$ cat src/hdl/iad_pkg.sv
/*
 * Shared constants, types and decode functions for the indirect address
 * decoder: region bounds, data memory layout, flash geometry and the
 * packed request and memory strobe carriers.
 * Assumes one core clock and a synchronous active-high reset.
 */
package iad_pkg;

    // ------------------------------------------------------------
    // Widths
    // ------------------------------------------------------------
    localparam int PTR_W    = 16;
    localparam int DATA_W   = 8;
    localparam int MEM_AW   = 12;
    localparam int FLASH_AW = 15;
    localparam int FLASH_DW = 14;  // Program word width, plain default
    localparam int BANK_W   = 5;
    localparam int OFS_W    = 7;

    // ------------------------------------------------------------
    // Region bounds of the pointer space
    // ------------------------------------------------------------
    localparam logic [PTR_W-1:0] TRAD_FIRST = 16'h0000;
    localparam logic [PTR_W-1:0] TRAD_LAST  = 16'h0FFF;
    localparam logic [PTR_W-1:0] LIN_FIRST  = 16'h2000;
    localparam logic [PTR_W-1:0] LIN_LAST   = 16'h29AF;
    localparam int               FLASH_BIT  = 15;

    // ------------------------------------------------------------
    // Bank layout of data memory
    // ------------------------------------------------------------
    localparam logic [OFS_W-1:0]  GPR_FIRST    = 7'h20;
    localparam logic [MEM_AW-1:0] GPR_BYTES    = 12'h050;
    localparam logic [OFS_W-1:0]  PORT0_OFS    = 7'h00;
    localparam logic [OFS_W-1:0]  PORT1_OFS    = 7'h01;
    localparam logic [DATA_W-1:0] ZERO_BYTE    = 8'h00;
    localparam int                NUM_PAIRS    = 2;

    // ------------------------------------------------------------
    // Types
    // ------------------------------------------------------------
    typedef enum logic [1:0] {
        RGN_NONE,
        RGN_TRAD,
        RGN_LIN,
        RGN_FLASH
    } iad_region_e;

    // Access through an indirect data port
    typedef struct packed {
        logic              valid;
        logic              pair;
        logic              write;
        logic [DATA_W-1:0] wdata;
    } iad_req_s;

    // Byte load of one pointer half
    typedef struct packed {
        logic              valid;
        logic              pair;
        logic              high;
        logic [DATA_W-1:0] data;
    } iad_ptr_wr_s;

    // Strobes toward banked data memory
    typedef struct packed {
        logic              rd;
        logic              wr;
        logic [MEM_AW-1:0] addr;
        logic [DATA_W-1:0] wdata;
    } iad_mem_s;

    // ------------------------------------------------------------
    // Decode functions
    // ------------------------------------------------------------
    function automatic iad_region_e region_of(input logic [PTR_W-1:0] p);
        iad_region_e r;
        r = RGN_NONE;
        if (p[FLASH_BIT]) begin
            r = RGN_FLASH;
        end else if (p <= TRAD_LAST) begin
            r = RGN_TRAD;
        end else if (p >= LIN_FIRST && p <= LIN_LAST) begin
            r = RGN_LIN;
        end
        return r;
    endfunction

    // Port registers are mirrored at the same offset in every bank
    function automatic logic is_port_addr(input logic [MEM_AW-1:0] a);
        return (a[OFS_W-1:0] == PORT0_OFS) || (a[OFS_W-1:0] == PORT1_OFS);
    endfunction

endpackage

$ cat src/hdl/iad_linear_map.sv
/*
 * Folds a linear-region pointer onto the absolute data memory address of
 * the banked general purpose byte that it aliases.
 * Assumes the pointer lies inside the linear region; outside it the
 * result is meaningless and the caller ignores it.
 */
`timescale 1ns/1ns

module iad_linear_map
    import iad_pkg::*;
(
    // Pointer in
    input  wire logic [iad_pkg::PTR_W-1:0]  ptr_i,
    // Absolute address out
    output logic      [iad_pkg::MEM_AW-1:0] addr_o
);

    logic [PTR_W-1:0]  diff;
    logic [MEM_AW-1:0] offset;
    logic [MEM_AW-1:0] quot;
    logic [MEM_AW-1:0] remd;
    logic [OFS_W-1:0]  in_bank;

    // Division by a constant; small enough to stay combinational
    assign diff    = ptr_i - LIN_FIRST;
    assign offset  = diff[MEM_AW-1:0];
    assign quot    = offset / GPR_BYTES;
    assign remd    = offset % GPR_BYTES;
    assign in_bank = GPR_FIRST + remd[OFS_W-1:0];
    // Carry into the next bank happens through the quotient
    assign addr_o  = {quot[BANK_W-1:0], in_bank};

endmodule

$ cat src/hdl/iad_decoder.sv
/*
 * Indirect address decoder: holds the two file select pointers and turns
 * each access through an indirect data port into a data memory or
 * program flash access, or into a zero read and a dropped write.
 * Assumes data memory answers in the cycle of its strobe, flash answers
 * by the second cycle of its strobe, and the core waits for done_o.
 */
// Functional notes
// - An access through a data port really reaches the location its pointer selects; the port stores nothing.
// - A pointer aimed at either data port reads zero and drops the write, while status may still change.
// - Each pointer is its high byte placed above its low byte, a 16-bit address over 65536 locations.
// - Pointers 0x000 to 0xFFF are the absolute addresses of all banked and common registers.
// - Pointers 0x2000 to 0x29AF alias the 80-byte general purpose block of banks 0 to 30 end to end.
// - Reads of unimplemented locations return 0x00.
// - In the linear region, stepping past one bank's last general byte lands on the next bank's first.
// - The 16 common bytes of each bank are not part of the linear region.
// - With the top pointer bit set, the low 15 bits address a program flash word.
// - A flash read returns only the low 8 bits of the word.
// - Writes aimed at flash leave flash untouched.
// - Any flash access through a port takes one extra cycle.
`timescale 1ns/1ns

module iad_decoder
    import iad_pkg::*;
(
    // Clock and reset
    input  wire logic                         clk_i,
    input  wire logic                         reset_i,
    // Pointer byte loads from the core
    input  wire iad_pkg::iad_ptr_wr_s         ptr_wr_i,
    // Port access from the core
    input  wire iad_pkg::iad_req_s            req_i,
    output logic                              busy_o,
    output logic                              done_o,
    output logic      [iad_pkg::DATA_W-1:0]   rdata_o,
    // Pointer readback
    output logic      [iad_pkg::PTR_W-1:0]    ptr0_o,
    output logic      [iad_pkg::PTR_W-1:0]    ptr1_o,
    // Data memory
    output iad_pkg::iad_mem_s                 mem_o,
    input  wire logic [iad_pkg::DATA_W-1:0]   mem_rdata_i,
    input  wire logic                         mem_hit_i,
    // Program flash
    output logic                              flash_rd_o,
    output logic      [iad_pkg::FLASH_AW-1:0] flash_addr_o,
    input  wire logic [iad_pkg::FLASH_DW-1:0] flash_rdata_i
);

    import iad_pkg::*;

    // ------------------------------------------------------------
    // State
    // ------------------------------------------------------------
    typedef enum logic [1:0] {
        ST_IDLE,
        ST_DATA,
        ST_FLASH1,
        ST_FLASH2
    } iad_state_e;

    iad_state_e        state;
    iad_state_e        next_state;
    logic [DATA_W-1:0] ptr_low  [NUM_PAIRS];
    logic [DATA_W-1:0] ptr_high [NUM_PAIRS];
    logic              zero_read;
    logic              write_acc;

    // ------------------------------------------------------------
    // Per-pair decode
    // ------------------------------------------------------------
    logic [PTR_W-1:0]  ptr_full  [NUM_PAIRS];
    logic [MEM_AW-1:0] lin_addr  [NUM_PAIRS];
    iad_region_e       pair_rgn  [NUM_PAIRS];

    genvar g;
    generate
        for (g = 0; g < NUM_PAIRS; g++) begin : g_pair
            // High byte above low byte
            assign ptr_full[g] = {ptr_high[g], ptr_low[g]};
            // Same region rules for each pair
            assign pair_rgn[g] = region_of(ptr_full[g]);
            iad_linear_map u_lin (
                .ptr_i  (ptr_full[g]),
                .addr_o (lin_addr[g])
            );
        end
    endgenerate

    // ------------------------------------------------------------
    // Selected pair
    // ------------------------------------------------------------
    logic [PTR_W-1:0]  sel_ptr;
    iad_region_e       sel_rgn;
    logic [MEM_AW-1:0] sel_mem_addr;
    logic              sel_port_hit;
    logic              take;
    logic              to_data;
    logic              to_flash;

    assign sel_ptr  = req_i.pair ? ptr_full[1] : ptr_full[0];
    assign sel_rgn  = req_i.pair ? pair_rgn[1] : pair_rgn[0];
    // Low twelve bits are already the absolute address
    assign sel_mem_addr = (sel_rgn == RGN_LIN) ?
                          (req_i.pair ? lin_addr[1] : lin_addr[0]) :
                          sel_ptr[MEM_AW-1:0];
    // Only the traditional region can reach a port register
    assign sel_port_hit = (sel_rgn == RGN_TRAD) && is_port_addr(sel_mem_addr);
    assign take     = req_i.valid && (state == ST_IDLE);
    assign to_data  = ((sel_rgn == RGN_TRAD) || (sel_rgn == RGN_LIN)) && !sel_port_hit;
    assign to_flash = (sel_rgn == RGN_FLASH);

    // ------------------------------------------------------------
    // Next state
    // ------------------------------------------------------------
    always_comb begin
        next_state = state;
        case (state)
            ST_IDLE: begin
                if (take) begin
                    next_state = to_flash ? ST_FLASH1 : ST_DATA;
                end
            end
            ST_DATA:   next_state = ST_IDLE;
            ST_FLASH1: next_state = ST_FLASH2;
            ST_FLASH2: next_state = ST_IDLE;
            default:   next_state = ST_IDLE;
        endcase
    end

    // ------------------------------------------------------------
    // Pointer registers
    // ------------------------------------------------------------
    // A load in the taking cycle only affects later accesses
    always_ff @(posedge clk_i) begin
        if (reset_i) begin
            for (int i = 0; i < NUM_PAIRS; i++) begin
                ptr_low[i]  <= 8'h00;
                ptr_high[i] <= 8'h00;
            end
        end else if (ptr_wr_i.valid) begin
            if (ptr_wr_i.high) begin
                ptr_high[ptr_wr_i.pair] <= ptr_wr_i.data;
            end else begin
                ptr_low[ptr_wr_i.pair]  <= ptr_wr_i.data;
            end
        end
    end

    // Readback mirrors the registers one cycle later
    always_ff @(posedge clk_i) begin
        if (reset_i) begin
            ptr0_o <= 16'h0000;
            ptr1_o <= 16'h0000;
        end else begin
            ptr0_o <= ptr_full[0];
            ptr1_o <= ptr_full[1];
        end
    end

    // ------------------------------------------------------------
    // Sequencer
    // ------------------------------------------------------------
    always_ff @(posedge clk_i) begin
        if (reset_i) begin
            state     <= ST_IDLE;
            busy_o    <= 1'b0;
            zero_read <= 1'b0;
            write_acc <= 1'b0;
        end else begin
            state     <= next_state;
            busy_o    <= (next_state != ST_IDLE);
            if (take) begin
                // Holes between regions behave like unimplemented memory
                zero_read <= !to_data && !to_flash;
                write_acc <= req_i.write;
            end
        end
    end

    // ------------------------------------------------------------
    // Data memory strobes
    // ------------------------------------------------------------
    // Port itself never stores: the access is forwarded
    always_ff @(posedge clk_i) begin
        if (reset_i) begin
            mem_o <= '0;
        end else if (take && to_data) begin
            mem_o.rd    <= !req_i.write;
            mem_o.wr    <= req_i.write;
            mem_o.addr  <= sel_mem_addr;
            mem_o.wdata <= req_i.wdata;
        end else begin
            mem_o.rd <= 1'b0;
            mem_o.wr <= 1'b0;
        end
    end

    // ------------------------------------------------------------
    // Flash strobes
    // ------------------------------------------------------------
    // Writes still pay the extra cycle but raise no strobe at all
    always_ff @(posedge clk_i) begin
        if (reset_i) begin
            flash_rd_o   <= 1'b0;
            flash_addr_o <= 15'h0000;
        end else if (take && to_flash) begin
            flash_rd_o   <= !req_i.write;
            flash_addr_o <= sel_ptr[FLASH_AW-1:0];
        end else if (state == ST_FLASH2) begin
            flash_rd_o   <= 1'b0;
        end
    end

    // ------------------------------------------------------------
    // Read data and completion
    // ------------------------------------------------------------
    logic [DATA_W-1:0] data_byte;
    logic              finish;

    // Missing locations read as zero so stale bus values never leak
    assign data_byte = (zero_read || !mem_hit_i) ? ZERO_BYTE : mem_rdata_i;
    assign finish    = (state == ST_DATA) || (state == ST_FLASH2);

    always_ff @(posedge clk_i) begin
        if (reset_i) begin
            rdata_o <= 8'h00;
            done_o  <= 1'b0;
        end else begin
            done_o <= finish;
            if (state == ST_DATA && !write_acc) begin
                rdata_o <= data_byte;
            end else if (state == ST_FLASH2 && !write_acc) begin
                rdata_o <= flash_rdata_i[DATA_W-1:0];
            end
        end
    end

endmodule

$ cat config.mk
export PLATFORM = sky130hd
export DESIGN_NAME = iad_decoder
export DESIGN_NICKNAME = d
export VERILOG_FILES = /design/src/hdl/iad_pkg.sv /design/src/hdl/iad_linear_map.sv /design/src/hdl/iad_decoder.sv
export SDC_FILE = /design/constraint.sdc
export NUM_CORES = 1
export LEC_CHECK = 0
export CAP_MARGIN = 20
export CORE_MARGIN = 4
export CORE_UTILIZATION = 32
export CTS_CLUSTER_SIZE = 40
export DETAILED_ROUTE_END_ITERATION = 12
export DONT_BUFFER_PORTS = 1
export GPL_TIMING_DRIVEN = 0
export PLACE_DENSITY_LB_ADDON = 0.1
export SKIP_LAST_GASP = 1
export SLEW_MARGIN = 20
export SYNTH_ARGS = -nofsm -noshare
export SYNTH_HDL_FRONTEND = slang
export SYNTH_SLANG_ARGS = --single-unit
$ cat constraint.sdc
create_clock -name clk_i -period 3.5 [get_ports clk_i]
set_input_delay 0.525 -clock clk_i [delete_from_list [all_inputs] [get_ports clk_i]]
set_output_delay 0.525 -clock clk_i [all_outputs]
set_load 0.05 [all_outputs]
==> results.toml, run 1 <==
[timing]
fin_crit_ns = 3.36
hold_slack_ns = 0.178
relSlewSlack = 0.352
rsz0062_at_grt = "yes"
fmax_mhz = 297
clock_skew_ns = 0.0150
fin_crit_sh = 0.961
setup-tns-final_ns = 0
setup_viol = 0
hold_violations = 0
tightest_slew_ns = 0.959
maxSlewViolCount = 0

[logic_synthesis]
yosys_warnings = 0
postSynthCellCount = 731
ys_ff_latch = 116
syn-num-nets = 778
synth_cell_type_count = 96
avgSynthCellArea_sq_um = 8.93
syn-cell-area_sq_mm = 0.00653
yosysSeqAreaShare = 0.405
postSynth.asyncResetShare = 0
ys.flop_type = "dfxtp_1"
synth-edff-count = 32

[critical_path]
cp-start-kind = "register"
required_ns = 3.78
path_class = "register to register"
endpoint_kind = "register"
critical_path_arrival_ns = 3.64
path_max_fanout = 10

[global_routing]
grt_usage = 0.191
grt_max_degree = 17
grt_pass1_wl_um = 33200
antenna_found_initial = 0
grt_pass1_vias = 5670
overflow = 0

[cells_and_area]
postLayoutCellArea_sq_mm = 0.00756
fill_cells = 2020
final_common_cell = "dfxtp_1"
drive_gt1_frac = 0.128
num_antenna_cells = 0
final_util = 0.382
area_growth_pct = 15.9
nets = 800
final_cell_mix = "84 x dfxtp_1, 69 x nor2_1, 50 x nand2_1"

[job]
cap_viol_max_count = 0

[floorplanning]
die_h_um = 151
ios = 127
die-area_sq_mm = 0.0228
start_util = 0.330
rows = 51
fp.dieW_um = 151
coreArea_sq_mm = 0.0198

[place]
place_area_sq_mm = 0.00686
io_buffers = 0
place_hpwl_um = 16200
place_congestion = 0.843

[pwr]
power_mw = 4.52
vdd_drop_max_v = 0.000323
power_density_mw_per_mm2 = 598
p_leak_nw = 2.66

[route]
drt_iter0_drc = 512
wire_per_inst_um = 21.2
dr_total_vias = 5792
post-route-drc-count = 0
first_pass_iters = 5
ant_nets = 0
routed_via_density = 5.62
routed_wl_um = 21900

[cts]
tritoncts = "yes"
holdBufCountCts = 0
clk_path_buf_depth = 2
insertion_delay_ns = 0.42
cts.clk_slew.worst_paths_ns = 0.06
root_buffer = "clkbuf_16"
htree_levels = 4
cts_made_buffers = 17
cts.sinks = 116

[min_path]
min-delay-path-class = "primary input to register"

[run_status]
outcome = "finished clean"
## synth_stat cells (8+ instances only)
cell type / count / area share
xnor2_1: 8 / 0.011
nor4_1: 8 / 0.0077
inv_1: 9 / 0.0052
nor3_1: 23 / 0.018
nor2_1: 70 / 0.040
edfxtp_1: 32 / 0.15
nand3_1: 20 / 0.015
buf_2: 16 / 0.012
o21ai_0: 32 / 0.025
o211ai_1: 20 / 0.023
a21oi_1: 33 / 0.025
nor2b_1: 32 / 0.031
a211oi_1: 23 / 0.026
a31oi_1: 9 / 0.0086
dfxtp_1: 84 / 0.26
o21ai_1: 9 / 0.0069
nand2_1: 50 / 0.029
and2_1: 36 / 0.034
mux2i_1: 22 / 0.034
clkbuf_1: 34 / 0.020
## registers in the layout, indices dropped and copies added (netlist names)
name / flops
flash_addr_o: 15
ptr_high: 16
busy_o: 1
state: 2
zero_read: 1
done_o: 1
ptr_low: 16
write_acc: 1
mem_o: 22
rdata_o: 8
ptr1_o: 16
flash_rd_o: 1
ptr0_o: 16
## report_power, final
part	leakage [nW]	switching [mW]	internal, mW
sequential	1.00	0.335	1.49
clock	0.312	0.679	1.18
combinational	1.35	0.537	0.304
## final timing paths
path                  startpoint        end  slack (ns)  cells past startpoint
setup / recovery  ptr_high[0][0]  mem_o[14]        0.14                     11
hold reg to reg        write_acc  write_acc        0.47                      2
setup reg to reg  ptr_high[0][0]  mem_o[14]        0.14                     11
hold / removal          req_i[8]  mem_o[21]        0.18                      1
## final cells by class
cell class	count	area (sq um)	area share
plain buffers	58	264	0.0349
well taps	265	332	0.0438
clock buffers	21	503	0.0665
clock inverters	11	131	0.0174
repair buffers	3	22.5	0.00298
inverters	11	41.3	0.00546
multi-input cells	546	3630	0.480
flip-flops and latches	116	2640	0.349
## metrics by stage
| stage | std cells | setup slack, ns |
|---|---|---|
| detailed placement | 996 | -0.416 |
| finish | 1031 | 0.137 |
| floorplan | 731 | 0.660 |
| global placement | 996 | -0.350 |
| global route | 1031 | -0.118 |
| CTS | 1028 | 0.0164 |
## worst max-delay path: stages (launching register included)
cell and delay [ns]:
edfxtp_1 0.38, buf_2 0.20, nor2b_1 0.31, o22ai_1 0.12
a221oi_1 0.39, buf_2 0.28, nor2_1 0.11, and3_1 0.22
a2111oi_1 0.48, a2bb2oi_2 0.20, a2111oi_4 0.43, o41ai_1 0.10
## repair_timing
action / CTS / global route
setup endpoints to repair: 1 / 21
gates resized for setup: 3 / 7
pin swaps: 0 / 2
buffers inserted: 0 / 3
## routing by layer
layer | track usage | routed length, um
met1 | 0.261 | 9780
met2 | 0.292 | 10100
met3 | 0.0536 | 1570
met4 | 0.0630 | 465
met5 | 0 | 0
## cell families (layout without fill, tap and decap cells)
group,count (synthesis),in the layout,synth area share
multiplexers,31,31,0.0502
flip-flops,116,116,0.405
buffers and inverters,69,104,0.0468
adder cells (fa/ha/maj),4,4,0.00632
AND/OR/NAND/NOR,292,292,0.237
AO/OA/AOI/OAI,210,210,0.243
XOR/XNOR,9,9,0.0121
No activity file was read; power rests on OpenSTA's default activity.
==> inputs of run 2 (changes only) <==
--- a/config.mk
+++ b/config.mk
@@ -6,8 +6,11 @@
 export NUM_CORES = 1
 export LEC_CHECK = 0
 export CAP_MARGIN = 20
+export CELL_PAD_IN_SITES_DETAIL_PLACEMENT = 1
+export CELL_PAD_IN_SITES_GLOBAL_PLACEMENT = 1
 export CORE_MARGIN = 4
-export CORE_UTILIZATION = 32
+export CORE_UTILIZATION = 48
+export CTS_CLUSTER_DIAMETER = 120
 export CTS_CLUSTER_SIZE = 40
 export DETAILED_ROUTE_END_ITERATION = 12
 export DONT_BUFFER_PORTS = 1
==> results.toml, run 2 (synthesis gave the netlist of run 1 again) <==
[cts]
cts.clk_slew.worst_paths_ns = 0.06
holdBufCountCts = 0
tritoncts = "yes"
root_buffer = "clkbuf_16"
insertion_delay_ns = 0.43
htree_levels = 4
cts.sinks = 116
clk_path_buf_depth = 2
cts_made_buffers = 17

[timing]
relSlewSlack = 0.411
fmax_mhz = 297
clock_skew_ns = 0.0140
hold_violations = 0
setup_viol = 0
fin_crit_ns = 3.36
fin_crit_sh = 0.961
maxSlewViolCount = 0
tightest_slew_ns = 0.882
fin_ws_ns = 0.138
rsz0062_at_grt = "yes"

[pwr]
swShare = 0.344
netSwitchingPower_mw = 1.55
vdd_drop_max_v = 0.000393
power_density_mw_per_mm2 = 605
p_leak_nw = 2.67
power.internal_mw = 2.97
power_frac_seq = 0.403
combPwrFrac = 0.192
power_mw = 4.52
clockPowerShare = 0.404

[run_status]
outcome = "finished clean"

[cells_and_area]
largest_reg_flops = 22
final_common_cell = "dfxtp_1"
num_antenna_cells = 0
area_growth_pct = 14.4
final_cells = 946
fill_cells = 1532
final_cell_mix = "84 x dfxtp_1, 69 x nor2_1, 50 x nand2_1"
nets = 804
top_register = "mem_o"
drive_gt1_frac = 0.132

[critical_path]
critPathBufInv = 2
endpoint_kind = "register"
cp_slowest_cell = "a2111oi_0"
critical_path_arrival_ns = 3.65
required_ns = 3.79
path_max_fanout = 10
cp_common_cell = "buf_2"
crit_chain = "buf_2, nand2b_1, o22ai_1, a221oi_1, buf_2, nor2_1, and3_1, a2111oi_0, a2bb2oi_2, a2111oi_2, o41ai_1"
max_stage_delay_ns = 0.59
cp-start-kind = "register"
path_class = "register to register"
cpLargestDelayFamily = "compound AO/OA/AOI/OAI gates"

[place]
pre_cts_slack_ns = -0.175
io_buffers = 0
dp.cells = 907
place_hpwl_um = 16000
place_congestion = 0.925

[global_routing]
overflow = 0
grt_usage = 0.290
grt_pass1_wl_um = 35900
antenna_found_initial = 0
grt_pass1_vias = 6351
grt_max_degree = 17

[route]
post-route-drc-count = 0
routed_wl_um = 22600
drt_iter0_drc = 593
dr_total_vias = 6082
wire_per_inst_um = 23.9
routed_via_density = 6.43
ant_nets = 0
first_pass_iters = 5

[floorplanning]
die-area_sq_mm = 0.0155
start_util = 0.491
die_h_um = 125
rows = 42
coreArea_sq_mm = 0.0133
fp.dieW_um = 125
ios = 127

[job]
cap_viol_max_count = 0

[min_path]
min-delay-path-class = "primary input to register"
## run 2: cell type report
class / instances / area (sq um) / share of cell area
multi-input cells: 546 / 3610 / 0.484
inverters: 11 / 45.0 / 0.00603
well taps: 176 / 220 / 0.0295
flip-flops and latches: 116 / 2640 / 0.354
clock inverters: 7 / 77.6 / 0.0104
repair buffers: 8 / 60.1 / 0.00804
plain buffers: 57 / 260 / 0.0348
clock buffers: 25 / 549 / 0.0735
## run 2: timing repair
| item | 4_1_cts | 5_1_grt |
|---|---|---|
| setup endpoints to repair | 1 | 19 |
| resized for setup | 2 | 6 |
| pin swaps | 0 | 3 |
| setup buffers | 0 | 8 |
## run 2: power groups by stage
stage               clock network, mW  logic (mW)  registers, mW
CTS                              1.84       0.825           1.82
global route                     1.92       0.947           1.83
detailed placement                  0       0.809           1.85
floorplan                           0       0.606           1.81
finish                           1.83       0.870           1.82
global placement                    0       0.771           1.85
## run 2: routing by layer
layer | track usage | wire length [um] | up-vias
li1 | - | - | 2784
met1 | 0.358 | 9270 | 2991
met2 | 0.483 | 11100 | 243
met3 | 0.0768 | 1440 | 64
met4 | 0.111 | 783 | 0
met5 | 0 | 0 | -
## run 2: path summary, 6_finish.rpt
kind                  startpoint        end  slack, ns  cells past startpoint
hold reg to reg        write_acc  write_acc       0.50                      2
setup / recovery  ptr_high[0][2]  mem_o[14]       0.14                     11
setup reg to reg  ptr_high[0][2]  mem_o[14]       0.14                     11
hold / removal          req_i[8]  mem_o[21]       0.17                      1
## run 2: per-stage QoR
| stage | cell area, sq um | hold slack, ns | TNS, ns | util |
|---|---|---|---|---|
| after CTS | 7380 | 0.168 | 0 | 0.555 |
| final | 7470 | 0.173 | 0 | 0.562 |
| after global placement | 6750 | 0.471 | -0.205 | 0.508 |
| after global routing | 7470 | 0.171 | -0.0742 | 0.562 |
| after detailed placement | 6750 | 0.484 | -0.175 | 0.508 |
| after floorplan | 6530 | 0.437 | 0 | - |
